`src/logic/optcfg_pkg.sv`:
```
`default_nettype none
package optcfg_pkg;

  // Bus geometry.
  localparam int ADDR_W = 8;
  localparam int DATA_W = 32;

  // Register byte offsets.
  localparam logic [ADDR_W-1:0] REG_CTRL = 8'h00;
  localparam logic [ADDR_W-1:0] REG_STATUS = 8'h04;
  localparam logic [ADDR_W-1:0] REG_IRQ_STATUS = 8'h08;
  localparam logic [ADDR_W-1:0] REG_IRQ_MASK = 8'h0C;

  // Feature enable bits of the control register.
  localparam int CTRL_W = 5;
  localparam int CTRL_USER_CLK = 0;
  localparam int CTRL_INIT_DONE = 1;
  localparam int CTRL_CAL_GATE = 2;
  localparam int CTRL_DEVICE_WIDE_OUTPUT_ENABLE = 3;
  localparam int CTRL_DEV_CLR = 4;
  localparam logic [CTRL_W-1:0] CTRL_RESET = 5'h00;

  // Status register fields.
  localparam int STAT_STATE_LSB = 0;
  localparam int STAT_DRIVE_LOW = 4;
  localparam int STAT_USER_MODE = 5;
  localparam int STAT_CAL_DONE = 6;
  localparam int STAT_OE_FORCED = 7;
  localparam int STAT_CLR_FORCED = 8;

  // Interrupt event bits, shared by status and mask.
  localparam int IRQ_W = 4;
  localparam int IRQ_USER_MODE = 0;
  localparam int IRQ_RESTART = 1;
  localparam int IRQ_CAL_DONE = 2;
  localparam int IRQ_FRAME = 3;
  localparam logic [IRQ_W-1:0] IRQ_RESET = 4'h0;

  // Optional pin positions.
  localparam int NUM_OPT_PINS = 4;
  localparam int PIN_USER_CLK = 0;
  localparam int PIN_INIT_DONE = 1;
  localparam int PIN_DEVICE_WIDE_OUTPUT_ENABLE = 2;
  localparam int PIN_DEV_CLR = 3;

  // Start-up timing.
  localparam int SYS_CLK_PERIOD_NS = 100;
  localparam int INT_CLK_PERIOD_NS = 1000;
  localparam int INT_DIV_RAW = INT_CLK_PERIOD_NS / SYS_CLK_PERIOD_NS;
  localparam int INT_DIV_CYCLES = (INT_DIV_RAW < 1) ? 1 : INT_DIV_RAW;
  localparam int INIT_TICKS = 16;
  localparam int CNT_W = 8;

  typedef enum logic [2:0] {
    ST_HOLD,
    ST_CONFIG,
    ST_INIT,
    ST_CAL_WAIT,
    ST_USER
  } cfg_state_e;

endpackage
`default_nettype wire

```
`src/logic/opt_pin_cell.sv`:
```
`timescale 1ns/1ps
`default_nettype none
module opt_pin_cell (
  // Clock and reset.
  input wire logic i_sys_clk,
  input wire logic i_rst_n,
  // Selection.
  input wire logic i_feature_en,
  input wire logic i_user_mode,
  input wire logic i_global_oe_ok,
  // Feature side.
  input wire logic i_feature_out,
  input wire logic i_feature_oe,
  // Core side, used when the pin is plain user I/O.
  input wire logic i_core_out,
  input wire logic i_core_oe,
  // Pad.
  output logic o_pad_out,
  output logic o_pad_oe,
  output logic o_pad_pullup
);

  logic next_pad_out;
  logic next_pad_oe;
  logic next_pad_pullup;

  always_comb begin
    next_pad_out = 1'b0;
    next_pad_oe = 1'b0;
    next_pad_pullup = 1'b0;
    if (i_feature_en) begin
      next_pad_out = i_feature_out;
      next_pad_oe = i_feature_oe;
    end else if (!i_user_mode) begin
      next_pad_pullup = 1'b1;
    end else begin
      next_pad_out = i_core_out;
      next_pad_oe = i_core_oe & i_global_oe_ok;
    end
  end

  always_ff @(posedge i_sys_clk or negedge i_rst_n) begin
    if (!i_rst_n) begin
      o_pad_out <= 1'b0;
      o_pad_oe <= 1'b0;
      o_pad_pullup <= 1'b1;
    end else begin
      o_pad_out <= next_pad_out;
      o_pad_oe <= next_pad_oe;
      o_pad_pullup <= next_pad_pullup;
    end
  end

endmodule // opt_pin_cell
`default_nettype wire

```
`src/logic/optional_config_pin_control.sv`:
```
`timescale 1ns/1ps
`default_nettype none
module optional_config_pin_control (
  // Clock and reset.
  input wire logic i_sys_clk,
  input wire logic i_rst_n,
  // Wishbone slave.
  input wire logic i_wb_cyc,
  input wire logic i_wb_stb,
  input wire logic i_wb_we,
  input wire logic [optcfg_pkg::ADDR_W-1:0] i_wb_adr,
  input wire logic [3:0] i_wb_sel,
  input wire logic [optcfg_pkg::DATA_W-1:0] i_wb_dat,
  output logic [optcfg_pkg::DATA_W-1:0] o_wb_dat,
  output logic o_wb_ack,
  // Configuration sequence.
  input wire logic i_config_request_n,
  input wire logic i_first_frame_loaded,
  input wire logic i_config_data_done,
  input wire logic i_termination_cal_complete,
  // Optional pins as seen from the pads.
  input wire logic [optcfg_pkg::NUM_OPT_PINS-1:0] i_pad_in,
  output logic [optcfg_pkg::NUM_OPT_PINS-1:0] o_pad_out,
  output logic [optcfg_pkg::NUM_OPT_PINS-1:0] o_pad_oe,
  output logic [optcfg_pkg::NUM_OPT_PINS-1:0] o_pad_pullup,
  // Core use of optional pins when their feature is off.
  input wire logic [optcfg_pkg::NUM_OPT_PINS-1:0] i_core_out,
  input wire logic [optcfg_pkg::NUM_OPT_PINS-1:0] i_core_oe,
  output logic [optcfg_pkg::NUM_OPT_PINS-1:0] o_core_in,
  // Device-wide controls and status.
  output logic o_io_oe_allow,
  output logic o_reg_clear_n,
  output logic o_user_mode,
  output logic o_irq
);

  import optcfg_pkg::*;

  // Register file state.
  logic [CTRL_W-1:0] ctrl;
  logic [IRQ_W-1:0] irq_status;
  logic [IRQ_W-1:0] irq_mask;
  logic [CTRL_W-1:0] next_ctrl;
  logic [IRQ_W-1:0] next_irq_status;
  logic [IRQ_W-1:0] next_irq_mask;
  logic [DATA_W-1:0] next_wb_dat;
  logic next_wb_ack;
  logic next_irq;

  // Sequencer state.
  cfg_state_e state;
  cfg_state_e next_state;
  logic drive_low;
  logic next_drive_low;
  logic [CNT_W-1:0] div_cnt;
  logic [CNT_W-1:0] next_div_cnt;
  logic [CNT_W-1:0] tick_cnt;
  logic [CNT_W-1:0] next_tick_cnt;
  logic user_clk_prev;
  logic next_user_clk_prev;
  logic cal_prev;
  logic next_cal_prev;
  logic init_tick;
  logic [IRQ_W-1:0] events;

  // Override state.
  logic next_io_oe_allow;
  logic next_reg_clear_n;
  logic next_user_mode;
  logic [NUM_OPT_PINS-1:0] next_core_in;

  logic bus_req;
  logic bus_wr;
  logic [DATA_W-1:0] status_word;

  assign bus_req = i_wb_cyc & i_wb_stb & ~o_wb_ack;
  assign bus_wr = bus_req & i_wb_we & i_wb_sel[0];

  // Initialization clock: either rising edges of the user clock pin or the internal divider.
  always_comb begin
    next_user_clk_prev = i_pad_in[PIN_USER_CLK];
    next_div_cnt = div_cnt + 8'h01;
    if (div_cnt == CNT_W'(INT_DIV_CYCLES - 1)) begin
      next_div_cnt = 8'h00;
    end
    if (ctrl[CTRL_USER_CLK]) begin
      init_tick = i_pad_in[PIN_USER_CLK] & ~user_clk_prev;
    end else begin
      init_tick = (div_cnt == CNT_W'(INT_DIV_CYCLES - 1));
    end
  end

  // Configuration sequencer.
  always_comb begin
    next_state = state;
    next_drive_low = drive_low;
    next_tick_cnt = tick_cnt;
    next_cal_prev = i_termination_cal_complete;
    events = IRQ_RESET;
    if (!i_config_request_n) begin
      if (state != ST_HOLD) begin
        events[IRQ_RESTART] = 1'b1;
      end
      next_state = ST_HOLD;
      next_drive_low = 1'b0;
      next_tick_cnt = 8'h00;
    end else begin
      case (state)
        ST_HOLD: begin
          next_state = ST_CONFIG;
          next_drive_low = 1'b0;
        end
        ST_CONFIG: begin
          if (i_first_frame_loaded && ctrl[CTRL_INIT_DONE]) begin
            next_drive_low = 1'b1;
          end
          if (i_first_frame_loaded) begin
            events[IRQ_FRAME] = 1'b1;
          end
          if (i_config_data_done) begin
            next_state = ST_INIT;
            next_tick_cnt = 8'h00;
          end
        end
        ST_INIT: begin
          if (init_tick) begin
            next_tick_cnt = tick_cnt + 8'h01;
            if (tick_cnt == CNT_W'(INIT_TICKS - 1)) begin
              next_state = ST_CAL_WAIT;
            end
          end
        end
        ST_CAL_WAIT: begin
          // Gating waits for calibration only when its option is on.
          if (!ctrl[CTRL_CAL_GATE] || i_termination_cal_complete) begin
            next_state = ST_USER;
            next_drive_low = 1'b0;
            events[IRQ_USER_MODE] = 1'b1;
          end
        end
        ST_USER: begin
          next_drive_low = 1'b0;
        end
        default: begin
          next_state = ST_HOLD;
        end
      endcase
    end
    if (i_termination_cal_complete && !cal_prev) begin
      events[IRQ_CAL_DONE] = 1'b1;
    end
  end

  // Device-wide overrides follow their pin level on every clock, in any state.
  always_comb begin
    next_io_oe_allow = 1'b1;
    next_reg_clear_n = 1'b1;
    if (ctrl[CTRL_DEVICE_WIDE_OUTPUT_ENABLE] && !i_pad_in[PIN_DEVICE_WIDE_OUTPUT_ENABLE]) begin
      next_io_oe_allow = 1'b0;
    end
    if (ctrl[CTRL_DEV_CLR] && !i_pad_in[PIN_DEV_CLR]) begin
      next_reg_clear_n = 1'b0;
    end
    // User mode follows the registered state, so it rises on the same edge at which
    // the status pin's pad register lets the line go.
    next_user_mode = (state == ST_USER);
    next_core_in = i_pad_in;
    if (ctrl[CTRL_USER_CLK]) begin
      next_core_in[PIN_USER_CLK] = 1'b0;
    end
    if (ctrl[CTRL_DEVICE_WIDE_OUTPUT_ENABLE]) begin
      next_core_in[PIN_DEVICE_WIDE_OUTPUT_ENABLE] = 1'b0;
    end
    if (ctrl[CTRL_DEV_CLR]) begin
      next_core_in[PIN_DEV_CLR] = 1'b0;
    end
    if (ctrl[CTRL_INIT_DONE]) begin
      next_core_in[PIN_INIT_DONE] = 1'b0;
    end
  end

  // Register file and Wishbone answer.
  always_comb begin
    status_word = '0;
    status_word[STAT_STATE_LSB +: 3] = state;
    status_word[STAT_DRIVE_LOW] = drive_low;
    status_word[STAT_USER_MODE] = o_user_mode;
    status_word[STAT_CAL_DONE] = i_termination_cal_complete;
    status_word[STAT_OE_FORCED] = ~o_io_oe_allow;
    status_word[STAT_CLR_FORCED] = ~o_reg_clear_n;
    next_ctrl = ctrl;
    next_irq_mask = irq_mask;
    // A new event wins over a write-one-to-clear in the same cycle.
    next_irq_status = irq_status;
    if (bus_wr && i_wb_adr == REG_IRQ_STATUS) begin
      next_irq_status = irq_status & ~i_wb_dat[IRQ_W-1:0];
    end
    next_irq_status = next_irq_status | events;
    if (bus_wr && i_wb_adr == REG_CTRL) begin
      next_ctrl = i_wb_dat[CTRL_W-1:0];
    end else if (bus_wr && i_wb_adr == REG_IRQ_MASK) begin
      next_irq_mask = i_wb_dat[IRQ_W-1:0];
    end
    next_wb_dat = '0;
    if (bus_req && !i_wb_we) begin
      if (i_wb_adr == REG_CTRL) begin
        next_wb_dat[CTRL_W-1:0] = ctrl;
      end else if (i_wb_adr == REG_STATUS) begin
        next_wb_dat = status_word;
      end else if (i_wb_adr == REG_IRQ_STATUS) begin
        next_wb_dat[IRQ_W-1:0] = irq_status;
      end else if (i_wb_adr == REG_IRQ_MASK) begin
        next_wb_dat[IRQ_W-1:0] = irq_mask;
      end else begin
        next_wb_dat = '0;
      end
    end
    next_wb_ack = bus_req;
    next_irq = |(next_irq_status & next_irq_mask);
  end

  always_ff @(posedge i_sys_clk or negedge i_rst_n) begin
    if (!i_rst_n) begin
      ctrl <= CTRL_RESET;
      irq_status <= IRQ_RESET;
      irq_mask <= IRQ_RESET;
      o_wb_dat <= '0;
      o_wb_ack <= 1'b0;
      o_irq <= 1'b0;
    end else begin
      ctrl <= next_ctrl;
      irq_status <= next_irq_status;
      irq_mask <= next_irq_mask;
      o_wb_dat <= next_wb_dat;
      o_wb_ack <= next_wb_ack;
      o_irq <= next_irq;
    end
  end

  always_ff @(posedge i_sys_clk or negedge i_rst_n) begin
    if (!i_rst_n) begin
      state <= ST_HOLD;
      drive_low <= 1'b0;
      div_cnt <= 8'h00;
      tick_cnt <= 8'h00;
      user_clk_prev <= 1'b0;
      cal_prev <= 1'b0;
      o_io_oe_allow <= 1'b1;
      o_reg_clear_n <= 1'b1;
      o_user_mode <= 1'b0;
      o_core_in <= '0;
    end else begin
      state <= next_state;
      drive_low <= next_drive_low;
      div_cnt <= next_div_cnt;
      tick_cnt <= next_tick_cnt;
      user_clk_prev <= next_user_clk_prev;
      cal_prev <= next_cal_prev;
      o_io_oe_allow <= next_io_oe_allow;
      o_reg_clear_n <= next_reg_clear_n;
      o_user_mode <= next_user_mode;
      o_core_in <= next_core_in;
    end
  end

  // Per-pin feature values: only the status pin ever drives, and only low (open drain).
  logic [NUM_OPT_PINS-1:0] feature_oe;
  logic [NUM_OPT_PINS-1:0] feature_en;
  assign feature_oe = {2'b00, drive_low, 1'b0};
  assign feature_en = {ctrl[CTRL_DEV_CLR], ctrl[CTRL_DEVICE_WIDE_OUTPUT_ENABLE],
                       ctrl[CTRL_INIT_DONE], ctrl[CTRL_USER_CLK]};

  genvar gi;
  generate
    for (gi = 0; gi < NUM_OPT_PINS; gi++) begin : g_pin
      opt_pin_cell u_cell (
        .i_sys_clk(i_sys_clk),
        .i_rst_n(i_rst_n),
        .i_feature_en(feature_en[gi]),
        .i_user_mode(next_user_mode),
        .i_global_oe_ok(next_io_oe_allow),
        .i_feature_out(1'b0),
        .i_feature_oe(feature_oe[gi]),
        .i_core_out(i_core_out[gi]),
        .i_core_oe(i_core_oe[gi]),
        .o_pad_out(o_pad_out[gi]),
        .o_pad_oe(o_pad_oe[gi]),
        .o_pad_pullup(o_pad_pullup[gi])
      );
    end
  endgenerate

endmodule // optional_config_pin_control
`default_nettype wire

```
`config.mk`:
```
export PLATFORM = sky130hd
export DESIGN_NAME = optional_config_pin_control
export DESIGN_NICKNAME = d
export VERILOG_FILES = /design/src/logic/optcfg_pkg.sv /design/src/logic/opt_pin_cell.sv /design/src/logic/optional_config_pin_control.sv
export SDC_FILE = /design/constraint.sdc
export NUM_CORES = 1
export LEC_CHECK = 0
export BUFFER_PORTS_ARGS = -buffer_cell sky130_fd_sc_hd__buf_2
export CAP_MARGIN = 25
export CORE_UTILIZATION = 49
export DETAILED_ROUTE_END_ITERATION = 12
export PLACE_DENSITY_LB_ADDON = 0.3
export SYNTH_ARGS = -nofsm -noshare
export SYNTH_HDL_FRONTEND = slang
export SYNTH_HIERARCHICAL = 1
export SYNTH_SLANG_ARGS = --single-unit
export TNS_END_PERCENT = 5
```
`constraint.sdc`:
```
create_clock -name i_sys_clk -period 2.7 [get_ports i_sys_clk]
set_input_delay 0.135 -clock i_sys_clk [delete_from_list [all_inputs] [get_ports i_sys_clk]]
set_output_delay 0.135 -clock i_sys_clk [all_outputs]
set_load 0.01 [all_outputs]
```
# [Word level (Yosys, flattened, before mapping)]
# Index checks and enable logic that the tools add are counted.
[op_classes] n_addsub=2 n_eq_ne=17 mux=61 bitwise=17 n_reduce_logical=22
[op_table] cell="two-way mux 1 bit" n=40
[op_table] cell="== test 8 x 4 -> 1 bit, second input constant" n=4
[op_table] cell="two-way mux 32 bit" n=1
[op_table] cell="two-way mux 8 bit" n=4
[op_table] cell="two-way mux 27 bit" n=1
[op_table] cell="two-way mux 4 bit" n=5
[op_table] cell="adder 8 x 1 -> 8 bit, second input constant" n=2
[op_table] cell="case mux 8 bit (2 select lines)" n=1
[op_table] cell="two-way mux 3 bit" n=5
[op_table] cell="inequality test 3 bit, second input constant" n=5
[op_table] cell="case mux 3 bit (5 select lines)" n=1
[op_table] cell="bitwise AND 1 bit" n=9
[op_table] cell="two-way mux 9 bit" n=1
[op_table] cell="bitwise AND 4 bit" n=2
[op_table] cell="== test 8 x 3 -> 1 bit, second input constant" n=1
[op_table] cell="logical AND 1 bit" n=8
[op_table] cell="zero test 8 bit" n=1
[op_table] cell="== test 3 x 2 -> 1 bit, second input constant" n=2
[op_table] cell="AND reduction 3 bit" n=2
[op_table] cell="zero test 1 bit" n=5
[op_table] cell="two-way mux 5 bit" n=1
[op_table] cell="AND reduction 5 bit" n=1
[op_table] cell="inequality test 4 x 2 -> 1 bit, second input constant" n=1
[op_table] cell="NOT 1 bit" n=4
[op_table] cell="12 further kinds" n=12
[totals] regBits=88 in_bits=65 out_inout_bits=53 wordCells=147

# [Longest topological paths before layout]
# Gate-level depths: netlist of run 1.
[logic_depth] depth_word=9 mapped_depth=7 mapped_depth_nobuf=7

# [Hierarchy]
# Netlist of run 1, hierarchy kept.
[modules_own_cells] mod="optional_config_pin_control" n_inst=1 cells_each=242 area_per_inst_um2=2585.0
[modules_own_cells] mod="opt_pin_cell" n_inst=4 cells_each=10 area_per_inst_um2=106.4

# [Worst setup path before layout of run 1]
# No wires, ideal clock.
[synth_path] kind="in2reg" start="input port i_wb_adr[5] (netlist name)" end="register o_irq" setup_ns=0.138 t_arrival_ns=1.780 required_ns=2.562 path_slack_ns=0.782 cell_stages=5 n_path_buf=0 cell_sequence="or4_4 -> nor4_2 -> mux2_2 -> a22oi_2 -> o311ai_1"
[synth_via] elab_chain_cells=6 word_cells_on_any_way=12 cone_classes="2 x eq/ne; 3 x mux; 2 x bitwise; 5 x reduce/logical"
[synth_rtl] element="start, declared" line_no="optional_config_pin_control.sv:11" text="input wire logic [optcfg_pkg::ADDR_W-1:0] i_wb_adr,"
[synth_rtl] element="== test 8 x 4 -> 1 bit" line_no="optional_config_pin_control.sv:201" text="end else if (bus_wr && i_wb_adr == REG_IRQ_MASK) begin"
[synth_rtl] element="logical AND 1 bit" line_no="optional_config_pin_control.sv:201"
[synth_rtl] element="two-way mux 4 bit" line_no="optional_config_pin_control.sv:201"
[synth_rtl] element="two-way mux 4 bit *" line_no="optional_config_pin_control.sv:199" text="if (bus_wr && i_wb_adr == REG_CTRL) begin"
[synth_rtl] element="named net next_irq_mask[0]" line_no="optional_config_pin_control.sv:45" text="logic [IRQ_W-1:0] next_irq_mask;"
[synth_rtl] element="bitwise AND 4 bit *" line_no="optional_config_pin_control.sv:219" text="next_irq = |(next_irq_status & next_irq_mask);"
[synth_rtl] element="OR reduction 4 bit *" line_no="optional_config_pin_control.sv:219"
[synth_rtl] element="named net next_irq" line_no="optional_config_pin_control.sv:48" text="logic next_irq;"
[synth_rtl] element="end signal, assigned" line_no="optional_config_pin_control.sv:236" text="o_irq <= next_irq;"
[synth_rtl] element="end, declared" line_no="optional_config_pin_control.sv:34" text="output logic o_irq"
# Mark *: on every way through the listed nets, which the timed path passes. The rest lies on a longest branch.
# A chain may end at the register's enable or synchronous reset.

# [Final worst setup path of run 1]
[layout_path] start="register o_wb_ack" end="register o_irq"
[layout_via] elab_chain_cells=9 word_cells_on_any_way=13 cone_classes="3 x mux; 6 x bitwise; 4 x reduce/logical"
[layout_rtl] element="start, declared" line_no="optional_config_pin_control.sv:15" text="output logic o_wb_ack,"
[layout_rtl] element="start signal, assigned" line_no="optional_config_pin_control.sv:235" text="o_wb_ack <= next_wb_ack;"
[layout_rtl] element="NOT 1 bit *" line_no="optional_config_pin_control.sv:76" text="assign bus_req = i_wb_cyc & i_wb_stb & ~o_wb_ack;"
[layout_rtl] element="bitwise AND 1 bit *" line_no="optional_config_pin_control.sv:76"
[layout_rtl] element="bitwise AND 1 bit * (2 in a row)" line_no="optional_config_pin_control.sv:77" text="assign bus_wr = bus_req & i_wb_we & i_wb_sel[0];"
[layout_rtl] element="logical AND 1 bit" line_no="optional_config_pin_control.sv:201"
[layout_rtl] element="two-way mux 4 bit" line_no="optional_config_pin_control.sv:201"
[layout_rtl] element="two-way mux 4 bit *" line_no="optional_config_pin_control.sv:199"
[layout_rtl] element="named net next_irq_mask[0]" line_no="optional_config_pin_control.sv:45"
[layout_rtl] element="bitwise AND 4 bit *" line_no="optional_config_pin_control.sv:219"
[layout_rtl] element="OR reduction 4 bit *" line_no="optional_config_pin_control.sv:219"
[layout_rtl] element="named net next_irq" line_no="optional_config_pin_control.sv:48"
# Marked as above.

==> results.txt, run 1 <==
----------------------------------------------------
[Power]
  Proportion of power drawn by combinational gates ... 12.8%
  Proportion of power drawn by flip-flops and latches ... 49.2%
  Leakage power summed over all cells ... 1.78 nW
  Power Density ... 604 nW/µm²
  Switching share of total power ... 26.3%
  Post-layout power ... 2.18 mW
  Pint ... 1.61 mW
  Net switching power ... 0.575 mW
  Part of the power in the clock network ... 38.0%
  Worst-case vdd ir drop ... 286 µV

[Placement]
  DP Wirelength ... 4.18 mm
  Post-placement cell count ... 426
  Total of buffers placed on input and output ports ... 64
  Final Wtd Congestion ... 0.808
  Cell Area, Placed ... 3370 µm²

[Drt]
  Total number of vias ... 2271
  Post-route DRC violation count ... 0
  Vias/cell ... 5.09
  Wirelength per Cell ... 12.9 µm
  Residual antenna-violating net count after detailed routing ... 0
  Initial drt markers ... 74
  Number of iterations in the first detailed-routing pass ... 4
  Wire length after detailed routing ... 5.77 mm

[Logic synthesis]
  Gate Count Post-Synth ... 282
  Number of enable-type register cells in the synthesized netlist ... 0
  Register bit count reported by yosys ... 65
  Fraction of the yosys area taken by sequential cells ... 54.3%
  Mean cell area of the mapped netlist ... 10.7 µm²
  Yosys warning total ... 6
  Top area cells in the synthesized netlist ... sky130_fd_sc_hd__dfrtp_1 (49%), sky130_fd_sc_hd__buf_4 (5.7%), sky130_fd_sc_hd__dfstp_2 (5.2%)
  Most used flip-flop cell after synthesis ... sky130_fd_sc_hd__dfrtp_1
  Count leader, synth ... sky130_fd_sc_hd__dfrtp_1
  Post-synthesis cell type with the largest combined area ... sky130_fd_sc_hd__dfrtp_1
  Mapped cell area ... 3010 µm²
  Ys async rst share ... 100%
  Synth top area share ... 49.0%
  Count of cell types in the netlist ... 51
  Most numerous cell types in the synthesized netlist ... sky130_fd_sc_hd__dfrtp_1 (59), sky130_fd_sc_hd__nor2_1 (25), sky130_fd_sc_hd__buf_4 (23), sky130_fd_sc_hd__nand2_1 (23), sky130_fd_sc_hd__nand3_1 (15)

[GRT]
  Overflow left after global routing ... 0
  Pin count of the biggest net entering global routing ... 36
  Total global routing track utilization ... 20.0%
  Via count of the first global-routing pass ... 2128
  Global-route wire length before repair ... 9.69 mm
  Antenna violations before repair ... 0

[Worst setup path]
  Launching element of the worst setup path ... o_wb_ack
  Setup Crit Path Kind ... reg2reg
  Startpoint of the lowest-slack register-to-register path ... o_wb_ack
  WP data arrival ... 2.28 ns
  CP delay by family, top ... simple AND/OR/NAND/NOR gates
  Ordered cell list for the critical path ... nand3b_1, nor4_2, mux2_2, a22oi_2, o311ai_1
  Launching element type of the critical path ... flip-flop
  Critical path required time ... 2.90 ns
  Number of buffer and inverter stages on the critical path ... 0
  Peak per-stage delay on the critical path ... 0.56 ns
  Critical-path cell with the highest stage delay ... sky130_fd_sc_hd__nor4_2
  Crit-path max FO ... 5
  CP Capture Type ... flip-flop

[Final layout]
  Final cell count without fillers ... 446
  Total area of multi-input combinational cells ... 1270 µm²
  FF+latch area ... 1630 µm²
  Diodes inserted ... 0
  Layout cells sized above 1 ... 29.1%
  Growth of design area from synthesis to finish ... 20.1%
  Fill cell instance count of the final layout ... 501
  Total number of nets in the final design ... 434
  Final cell area excluding filler cells ... 3620 µm²

[Clock network]
  Clk slew on worst S/H paths ... 0.07 ns
  Root Buffer ... sky130_fd_sc_hd__clkbuf_8
  Buffer levels on the longest clock path ... 2
  TritonCTS clock tree ... yes
  Number of H-tree branching levels ... 3
  Cts bufs inserted ... 9
  Number of clock sinks ... 65
  Number of resized instances in the post-cts repair step ... 0
  Worst skew pair latency ... 0.33 ns
  Buffers inserted during post-CTS setup optimization ... 0

[Timing]
  Final period utilization ... 77.0%
  Final setup violation count ... 0
  Worst hold slack ... 0.0199 ns
  Setup_tns ... 0 ns
  Peak clock frequency supported by timing ... 481 MHz
  Final Hold Viols ... 0
  Max-slew headroom ... 59.7%
  Measured slew at the worst slew-check pin ... 0.605 ns
  RSZ-0062 raised after global routing ... no
  Worst clock skew on the final layout ... 0.00467 ns
  Time the worst path needs with I/O delays and setup ... 2.08 ns
  Final slew viol count ... 0

[Outcome]
  Run status ... finished clean

[Die]
  Die Footprint ... 6460 µm²
  Count of pins on the block boundary ... 118
  Starting Density ... 50.8%
  Placeable core region ... 5920 µm²
  Chip height ... 80.4 µm
  Row count ... 28
  Chip width ... 80.4 µm

[Flow run]
  Number of max-cap violations ... 0

[Hold path]
  Hold crit path type ... in2reg
  Worst hold path startpoint ... i_pad_in[1]

----------------------------------------------------
==> routing by layer <==
layer  GRT usage (%)  share of wire (%)  up-vias
met5               0                  0        -
met4            8.57                1.5        0
met3            5.23                5.2        9
met2            32.4                 47       77
met1            25.2                 46     1078
li1                -                  -     1107
==> layout by cell type, fill, tap and decap left out, drive strengths merged, types with 4 or more instances in the layout <==
master       instances
o21ai               21
nor3                 4
xnor2                5
nor2                25
dfrtp               59
mux2i                7
dlygate4sd3          4
clkbuf              11
dfstp                6
nand2               23
clkinv               4
nand2b               6
inv                  6
a21oi                4
nand3               15
and3                 8
nor2b               11
nand3b               4
conb                30
buf                 68
mux2                 8
==> flip-flops by register name, summed over array words and instances, names as in the netlist, 4 cells and up <==
name	count
irq_status	4
ctrl	5
o_wb_dat	9
tick_cnt	8
g_pin.u_cell/o_pad_out	4
div_cnt	8
o_core_in	4
irq_mask	4
g_pin.u_cell/o_pad_oe	4
g_pin.u_cell/o_pad_pullup	4
==> final timing paths <==
check                           cells past startpoint  slack (ns)             to
min in group asynchronous                           3        0.35    o_wb_dat[7]
max in group asynchronous                           3        1.98  o_reg_clear_n
worst max register to register                      5        0.62          o_irq
worst min-delay path                                2        0.02   o_core_in[1]
worst min register to register                      1        0.48     div_cnt[7]
worst max-delay path                                5        0.62          o_irq
==> cell families after synthesis <==
logic type      synth area share, %
mux                            6.07
buf+inv                        7.15
simple gates                   19.7
flops                          54.3
xor+xnor                       1.75
compound gates                 9.73
other cells                   0.125
fa+ha+maj                      1.25
==> worst reg2reg max path: stages, from the launching register on <==
cell and delay (ns):
sky130_fd_sc_hd__dfrtp_1 0.38, sky130_fd_sc_hd__nand3b_1 0.26, sky130_fd_sc_hd__nor4_2 0.56, sky130_fd_sc_hd__mux2_2 0.42, sky130_fd_sc_hd__a22oi_2 0.21, sky130_fd_sc_hd__o311ai_1 0.12
==> timing repair <==
action | in CTS | in global routing
endpoints found under the hold margin | 62 | 0
endpoints found under the setup margin | 0 | 0
hold buffers | 4 | 0
==> power by group through the flow <==
stage / clock (mW) / sequential (mW) / combinational (mW)
CTS: 0.860 / 1.07 / 0.283
detailed placement: 0 / 1.09 / 0.277
finish: 0.829 / 1.07 / 0.280
floorplan: 0 / 1.07 / 0.215
global placement: 0 / 1.09 / 0.274
global route: 0.895 / 1.08 / 0.323
==> per-stage QoR <==
step / setup WS [ns] / util, %
final: 0.621 / 61.1
after global placement: 0.487 / 56.9
after global routing: 0.498 / 61.1
after detailed placement: 0.456 / 56.9
after CTS: 0.646 / 61.1
after floorplan: 0.782 / -
==> layout make-up <==
type	instances	share of cell area, %
Sequential cell	65	45.2
Multi-Input combinational cell	212	35.1
Timing Repair Buffer	72	10.8
Clock buffer	11	4.19
Tap cell	75	2.60
Clock inverter	5	1.49
Inverter	6	0.623
Power figures use the tool's default switching activity.
==> inputs of run 2 (changes only) <==
==> constraint.sdc (replaced) <==
create_clock -name i_sys_clk -period 2.1 [get_ports i_sys_clk]
set_input_delay 0.105 -clock i_sys_clk [delete_from_list [all_inputs] [get_ports i_sys_clk]]
set_output_delay 0.105 -clock i_sys_clk [all_outputs]
set_load 0.01 [all_outputs]
==> results.txt, run 2 (synthesis gave the netlist of run 1 again) <==
----------------------------------------------------
[Outcome]
  Run status ... finished clean

[Final layout]
  Most common cell after layout, fill and taps aside ... sky130_fd_sc_hd__buf_2
  Final cell count without fillers ... 456
  Final core utilization ... 63.2%
  Total number of nets in the final design ... 444
  Layout cells sized above 1 ... 29.1%
  Largest registers ... o_wb_dat (9), div_cnt (8), tick_cnt (8)
  Flip-flop count of the largest register after layout ... 9
  Total area of multi-input combinational cells ... 1280 µm²
  Growth of design area from synthesis to finish ... 24.4%
  FF+latch area ... 1630 µm²
  Fill cell instance count of the final layout ... 490
  Register bank with the most flops ... o_wb_dat
  Final cell area excluding filler cells ... 3740 µm²
  Diodes inserted ... 0
  Commonest non-fill, non-tap cells in the layout ... sky130_fd_sc_hd__buf_2 (64), sky130_fd_sc_hd__dfrtp_1 (59), sky130_fd_sc_hd__conb_1 (30)

[Timing]
  Setup_tns ... 0 ns
  Worst hold slack ... 0.0224 ns
  Final setup margin ... 0.146 ns
  Worst clock skew on the final layout ... 0.00709 ns
  RSZ-0062 raised after global routing ... no
  Time the worst path needs with I/O delays and setup ... 1.95 ns
  Final slew viol count ... 0
  Max-slew headroom ... 57.0%
  Measured slew at the worst slew-check pin ... 0.645 ns
  Final period utilization ... 93.0%
  Final Hold Viols ... 0
  Peak clock frequency supported by timing ... 512 MHz
  Final setup violation count ... 0

[Die]
  Chip width ... 80.4 µm
  Row count ... 28
  Placeable core region ... 5920 µm²
  Count of pins on the block boundary ... 118
  Starting Density ... 50.8%
  Die Footprint ... 6460 µm²
  Chip height ... 80.4 µm

[Clock network]
  Worst skew pair latency ... 0.34 ns
  TritonCTS clock tree ... yes
  Buffers inserted during post-CTS setup optimization ... 0
  Clk slew on worst S/H paths ... 0.07 ns
  Buffer levels on the longest clock path ... 2
  Cts bufs inserted ... 9
  Number of H-tree branching levels ... 3
  Number of clock sinks ... 65
  Root Buffer ... sky130_fd_sc_hd__clkbuf_8

[Drt]
  Initial drt markers ... 98
  Vias/cell ... 5.13
  Wirelength per Cell ... 13.3 µm
  Total number of vias ... 2339
  Residual antenna-violating net count after detailed routing ... 0
  Number of iterations in the first detailed-routing pass ... 4
  Wire length after detailed routing ... 6.07 mm
  Post-route DRC violation count ... 0

[Worst setup path]
  WP data arrival ... 2.16 ns
  Setup Crit Path Kind ... reg2reg
  Peak per-stage delay on the critical path ... 0.56 ns
  CP Capture Type ... flip-flop
  Critical-path cell with the highest stage delay ... sky130_fd_sc_hd__or4_4
  Worst Reg2Reg Path Length in Cells ... 5
  Ordered cell list for the critical path ... nand3b_1, or4_4, a211o_1, a22oi_2, o311ai_1
  Critical path required time ... 2.30 ns
  Crit-path max FO ... 5
  Startpoint of the lowest-slack register-to-register path ... o_wb_ack
  Worst-case register-to-register setup slack ... 0.15 ns
  Capture point of the worst reg-to-reg path ... o_irq
  Launching element type of the critical path ... flip-flop

[Placement]
  Final Wtd Congestion ... 0.820
  Post-placement setup slack ... -0.00131 ns
  Total of buffers placed on input and output ports ... 64
  Cell Area, Placed ... 3410 µm²
  DP Wirelength ... 4.20 mm
  Post-placement cell count ... 429

[GRT]
  Pin count of the biggest net entering global routing ... 38
  Total global routing track utilization ... 20.7%
  Via count of the first global-routing pass ... 2199
  Global-route wire length before repair ... 9.87 mm
  Antenna violations before repair ... 0
  Overflow left after global routing ... 0

[Hold path]
  Hold crit path type ... in2reg
  Endpoint with the worst hold slack ... ctrl[1]
  Hold Path Cell Cnt ... 2
  Worst hold path startpoint ... i_wb_dat[1]

[Power]
  Power Density ... 783 nW/µm²
  Post-layout power ... 2.93 mW
  Worst-case vdd ir drop ... 609 µV
  Leakage power summed over all cells ... 1.83 nW

[Flow run]
  Number of max-cap violations ... 0

----------------------------------------------------
==> run 2: repair_timing <==
| item | in CTS | in global routing |
|---|---|---|
| hold buffers | 11 | 0 |
| resized for setup | 0 | 1 |
| hold endpoints to repair | 35 | 0 |
| setup endpoints to repair | 0 | 7 |
==> run 2: worst max path at each step <==
| stage | startpoint | endpoint | slack (ns) |
|---|---|---|---|
| after global placement | i_wb_adr[5] | o_irq | 0.006 |
| after detailed placement | i_wb_adr[5] | o_irq | -0.001 |
| after global routing | div_cnt[0] | tick_cnt[2] | 0.05 |
| final | o_wb_ack | o_irq | 0.15 |
| after floorplan | i_wb_adr[5] | o_irq | 0.21 |
| after CTS | div_cnt[5] | tick_cnt[4] | 0.04 |
==> run 2: where the power goes <==
part | internal, mW | switching (mW)
clock network | 0.699 | 0.470
logic | 0.168 | 0.213
registers | 1.31 | 0.0765
total | 2.17 | 0.759
==> run 2: worst max-delay path, delay by kind of cell (launching register included) <==
| family | cells | cell delay (ns) |
|---|---|---|
| AND/OR/NAND/NOR | 2 | 0.81 |
| flip-flops | 1 | 0.38 |
| AO/OA/AOI/OAI | 3 | 0.62 |
==> run 2: per-layer routing <==
metal  up-vias  wire [µm]  global-route usage (%)  part of all wire, %
li1       1130          -                       -                    -
met1      1119       2670                    25.3                   44
met2        81       2980                    34.0                   49
met3         9        328                    5.91                  5.4
met4         0         93                    8.57                  1.5
met5         -          0                       0                    0
==> run 2: layout make-up <==
class | count | area share [%]
clock buffers | 11 | 3.78
inverters | 6 | 0.602
multi-input cells | 212 | 34.1
repair buffers | 82 | 13.2
well taps | 75 | 2.51
flip-flops and latches | 65 | 43.6
clock inverters | 5 | 2.11
==> inputs of run 3 (changes only) <==
==> constraint.sdc (replaced) <==
create_clock -name i_sys_clk -period 2 [get_ports i_sys_clk]
set_input_delay 0.2 -clock i_sys_clk [delete_from_list [all_inputs] [get_ports i_sys_clk]]
set_output_delay 0.2 -clock i_sys_clk [all_outputs]
set_load 0.01 [all_outputs]
==> results.txt, run 3 (synthesis gave the netlist of run 1 again) <==
----------------------------------------------------
[Power]
  Power Density ... 798 nW/µm²
  Pint ... 2.12 mW
  Proportion of power drawn by combinational gates ... 13.7%
  Worst-case vdd ir drop ... 463 µV
  Net switching power ... 0.835 mW
  Leakage power summed over all cells ... 1.83 nW
  Switching share of total power ... 28.3%
  Part of the power in the clock network ... 37.1%
  Proportion of power drawn by flip-flops and latches ... 49.1%
  Post-layout power ... 2.95 mW

[Clock network]
  Clk slew on worst S/H paths ... 0.07 ns
  Number of H-tree branching levels ... 3
  Root Buffer ... sky130_fd_sc_hd__clkbuf_8
  Buffers inserted during post-CTS setup optimization ... 0
  Worst skew pair latency ... 0.34 ns
  Buffer levels on the longest clock path ... 2
  Cts bufs inserted ... 9
  Number of clock sinks ... 65
  TritonCTS clock tree ... yes

[Worst setup path]
  Worst Reg2Reg Path Length in Cells ... 5
  Crit-path max FO ... 4
  Launching element type of the critical path ... flip-flop
  Startpoint of the lowest-slack register-to-register path ... o_wb_ack
  Critical path required time ... 2.21 ns
  Critical-path cell with the highest stage delay ... sky130_fd_sc_hd__or4_4
  Setup Crit Path Kind ... reg2reg
  Ordered cell list for the critical path ... nand3b_1, or4_4, a211o_1, a22oi_2, o311ai_1
  Number of buffer and inverter stages on the critical path ... 0
  CP delay by family, top ... simple AND/OR/NAND/NOR gates
  Worst-case register-to-register setup slack ... 0.11 ns
  Capture point of the worst reg-to-reg path ... o_irq
  CP Capture Type ... flip-flop
  Peak per-stage delay on the critical path ... 0.55 ns
  WP data arrival ... 2.11 ns

[Timing]
  Final setup margin ... 0.107 ns
  Final setup violation count ... 0
  Final slew viol count ... 0
  Worst clock skew on the final layout ... 0.00583 ns
  Peak clock frequency supported by timing ... 528 MHz
  Final Hold Viols ... 0
  Final period utilization ... 94.7%
  RSZ-0062 raised after global routing ... no
  Time the worst path needs with I/O delays and setup ... 1.89 ns

[Final layout]
  Total number of nets in the final design ... 445
  Register bank with the most flops ... o_wb_dat
  Commonest non-fill, non-tap cells in the layout ... sky130_fd_sc_hd__buf_2 (64), sky130_fd_sc_hd__dfrtp_1 (59), sky130_fd_sc_hd__conb_1 (30)
  Final core utilization ... 62.5%
  Diodes inserted ... 0
  Layout cells sized above 1 ... 31.9%
  Fill cell instance count of the final layout ... 480
  Final cell count without fillers ... 457
  Growth of design area from synthesis to finish ... 22.9%
  Largest registers ... o_wb_dat (9), div_cnt (8), tick_cnt (8)
  Flip-flop count of the largest register after layout ... 9
  Most common cell after layout, fill and taps aside ... sky130_fd_sc_hd__buf_2

[GRT]
  Via count of the first global-routing pass ... 2193
  Overflow left after global routing ... 0
  Antenna violations before repair ... 0
  Total global routing track utilization ... 20.8%
  Global-route wire length before repair ... 9.94 mm
  Pin count of the biggest net entering global routing ... 66

[Die]
  Row count ... 28
  Die Footprint ... 6460 µm²
  Count of pins on the block boundary ... 118
  Chip height ... 80.4 µm
  Placeable core region ... 5920 µm²
  Chip width ... 80.4 µm
  Starting Density ... 50.8%

[Hold path]
  Worst hold path startpoint ... i_termination_cal_complete
  Hold crit path type ... in2reg
  Endpoint with the worst hold slack ... cal_prev
  Hold Path Cell Cnt ... 1

[Placement]
  Post-placement setup slack ... -0.183 ns
  Total of buffers placed on input and output ports ... 64
  DP Wirelength ... 4.20 mm
  Final Wtd Congestion ... 0.818
  Post-placement cell count ... 439

[Outcome]
  Run status ... finished clean

[Flow run]
  Number of max-cap violations ... 0

[Drt]
  Post-route DRC violation count ... 0
  Total number of vias ... 2343
  Vias/cell ... 5.13
  Number of iterations in the first detailed-routing pass ... 4
  Wirelength per Cell ... 13.2 µm
  Residual antenna-violating net count after detailed routing ... 0
  Wire length after detailed routing ... 6.03 mm
  Initial drt markers ... 136

----------------------------------------------------
run 3: cell count changes in the layout (fill, tap and decap cells not counted):
cell / change
sky130_fd_sc_hd__buf_4: +10
sky130_fd_sc_hd__bufinv_16: -1
sky130_fd_sc_hd__clkbuf_1: -1
sky130_fd_sc_hd__clkbuf_8: -1
sky130_fd_sc_hd__clkinv_2: +1
sky130_fd_sc_hd__clkinvlp_4: +1
sky130_fd_sc_hd__dlygate4sd3_1: -9
sky130_fd_sc_hd__inv_6: +1
sky130_fd_sc_hd__o21ai_0: -3
sky130_fd_sc_hd__o21ai_1: +3
sky130_fd_sc_hd__o22ai_1: -1
sky130_fd_sc_hd__o22ai_2: +1
sky130_fd_sc_hd__o32ai_1: +1
sky130_fd_sc_hd__o32ai_2: -1
run 3: per-layer routing:
layer	vias up	wire (µm)	track usage [%]
li1	1123	-	-
met1	1132	2630	26.0
met2	80	2960	34.1
met3	8	338	5.23
met4	0	104	9.11
met5	-	0	0
run 3: worst reg2reg max path: stages, from the launching register on:
cell and delay, ns:
sky130_fd_sc_hd__dfrtp_1 0.38, sky130_fd_sc_hd__nand3b_1 0.22, sky130_fd_sc_hd__or4_4 0.55, sky130_fd_sc_hd__a211o_1 0.34
sky130_fd_sc_hd__a22oi_2 0.17, sky130_fd_sc_hd__o311ai_1 0.11
run 3: area by class of cell:
class	instances	area [µm²]	share of cell area, %
repair buffers	83	480	13.0
multi-input cells	212	1280	34.5
inverters	6	22.5	0.609
well taps	75	93.8	2.54
flip-flops and latches	65	1630	44.2
clock buffers	9	124	3.35
clock inverters	7	70.1	1.89
run 3: worst max path at each step:
stage	slack, ns	startpoint	endpoint	depth (start not counted)
3_5_place_dp	-0.18	i_wb_adr[5]	o_irq	6
5_1_grt	0.02	div_cnt[1]	state[0]	8
3_3_place_gp	-0.13	i_wb_adr[5]	o_irq	6
4_1_cts	0.10	o_wb_ack	o_irq	5
2_1_floorplan	0.02	i_wb_adr[5]	o_irq	5
6_report	0.11	o_wb_ack	o_irq	5
run 3: metrics by stage:
step	hold slack, ns	setup TNS (ns)	cell area, µm²
6_report	0.0510	0	3700
5_1_grt	0.0401	0	3700
4_1_cts	0.0384	0	3690
3_5_place_dp	0.244	-0.667	3480
3_3_place_gp	0.238	-0.628	3480
2_1_floorplan	-0.0956	0	3120
run 3: power groups by stage:
| stage | registers [mW] | logic (mW) | clock network (mW) |
|---|---|---|---|
| after CTS | 1.45 | 0.401 | 1.13 |
| after detailed placement | 1.47 | 0.393 | 0 |
| after global placement | 1.47 | 0.386 | 0 |
| final | 1.45 | 0.406 | 1.10 |
| after global routing | 1.46 | 0.457 | 1.19 |
| after floorplan | 1.44 | 0.290 | 0 |
run 3: repair_timing:
action,4_1_cts,5_1_grt
resized for setup,0,4
endpoints found under the setup margin,0,4
hold buffers,2,0
hold endpoints to repair,60,0
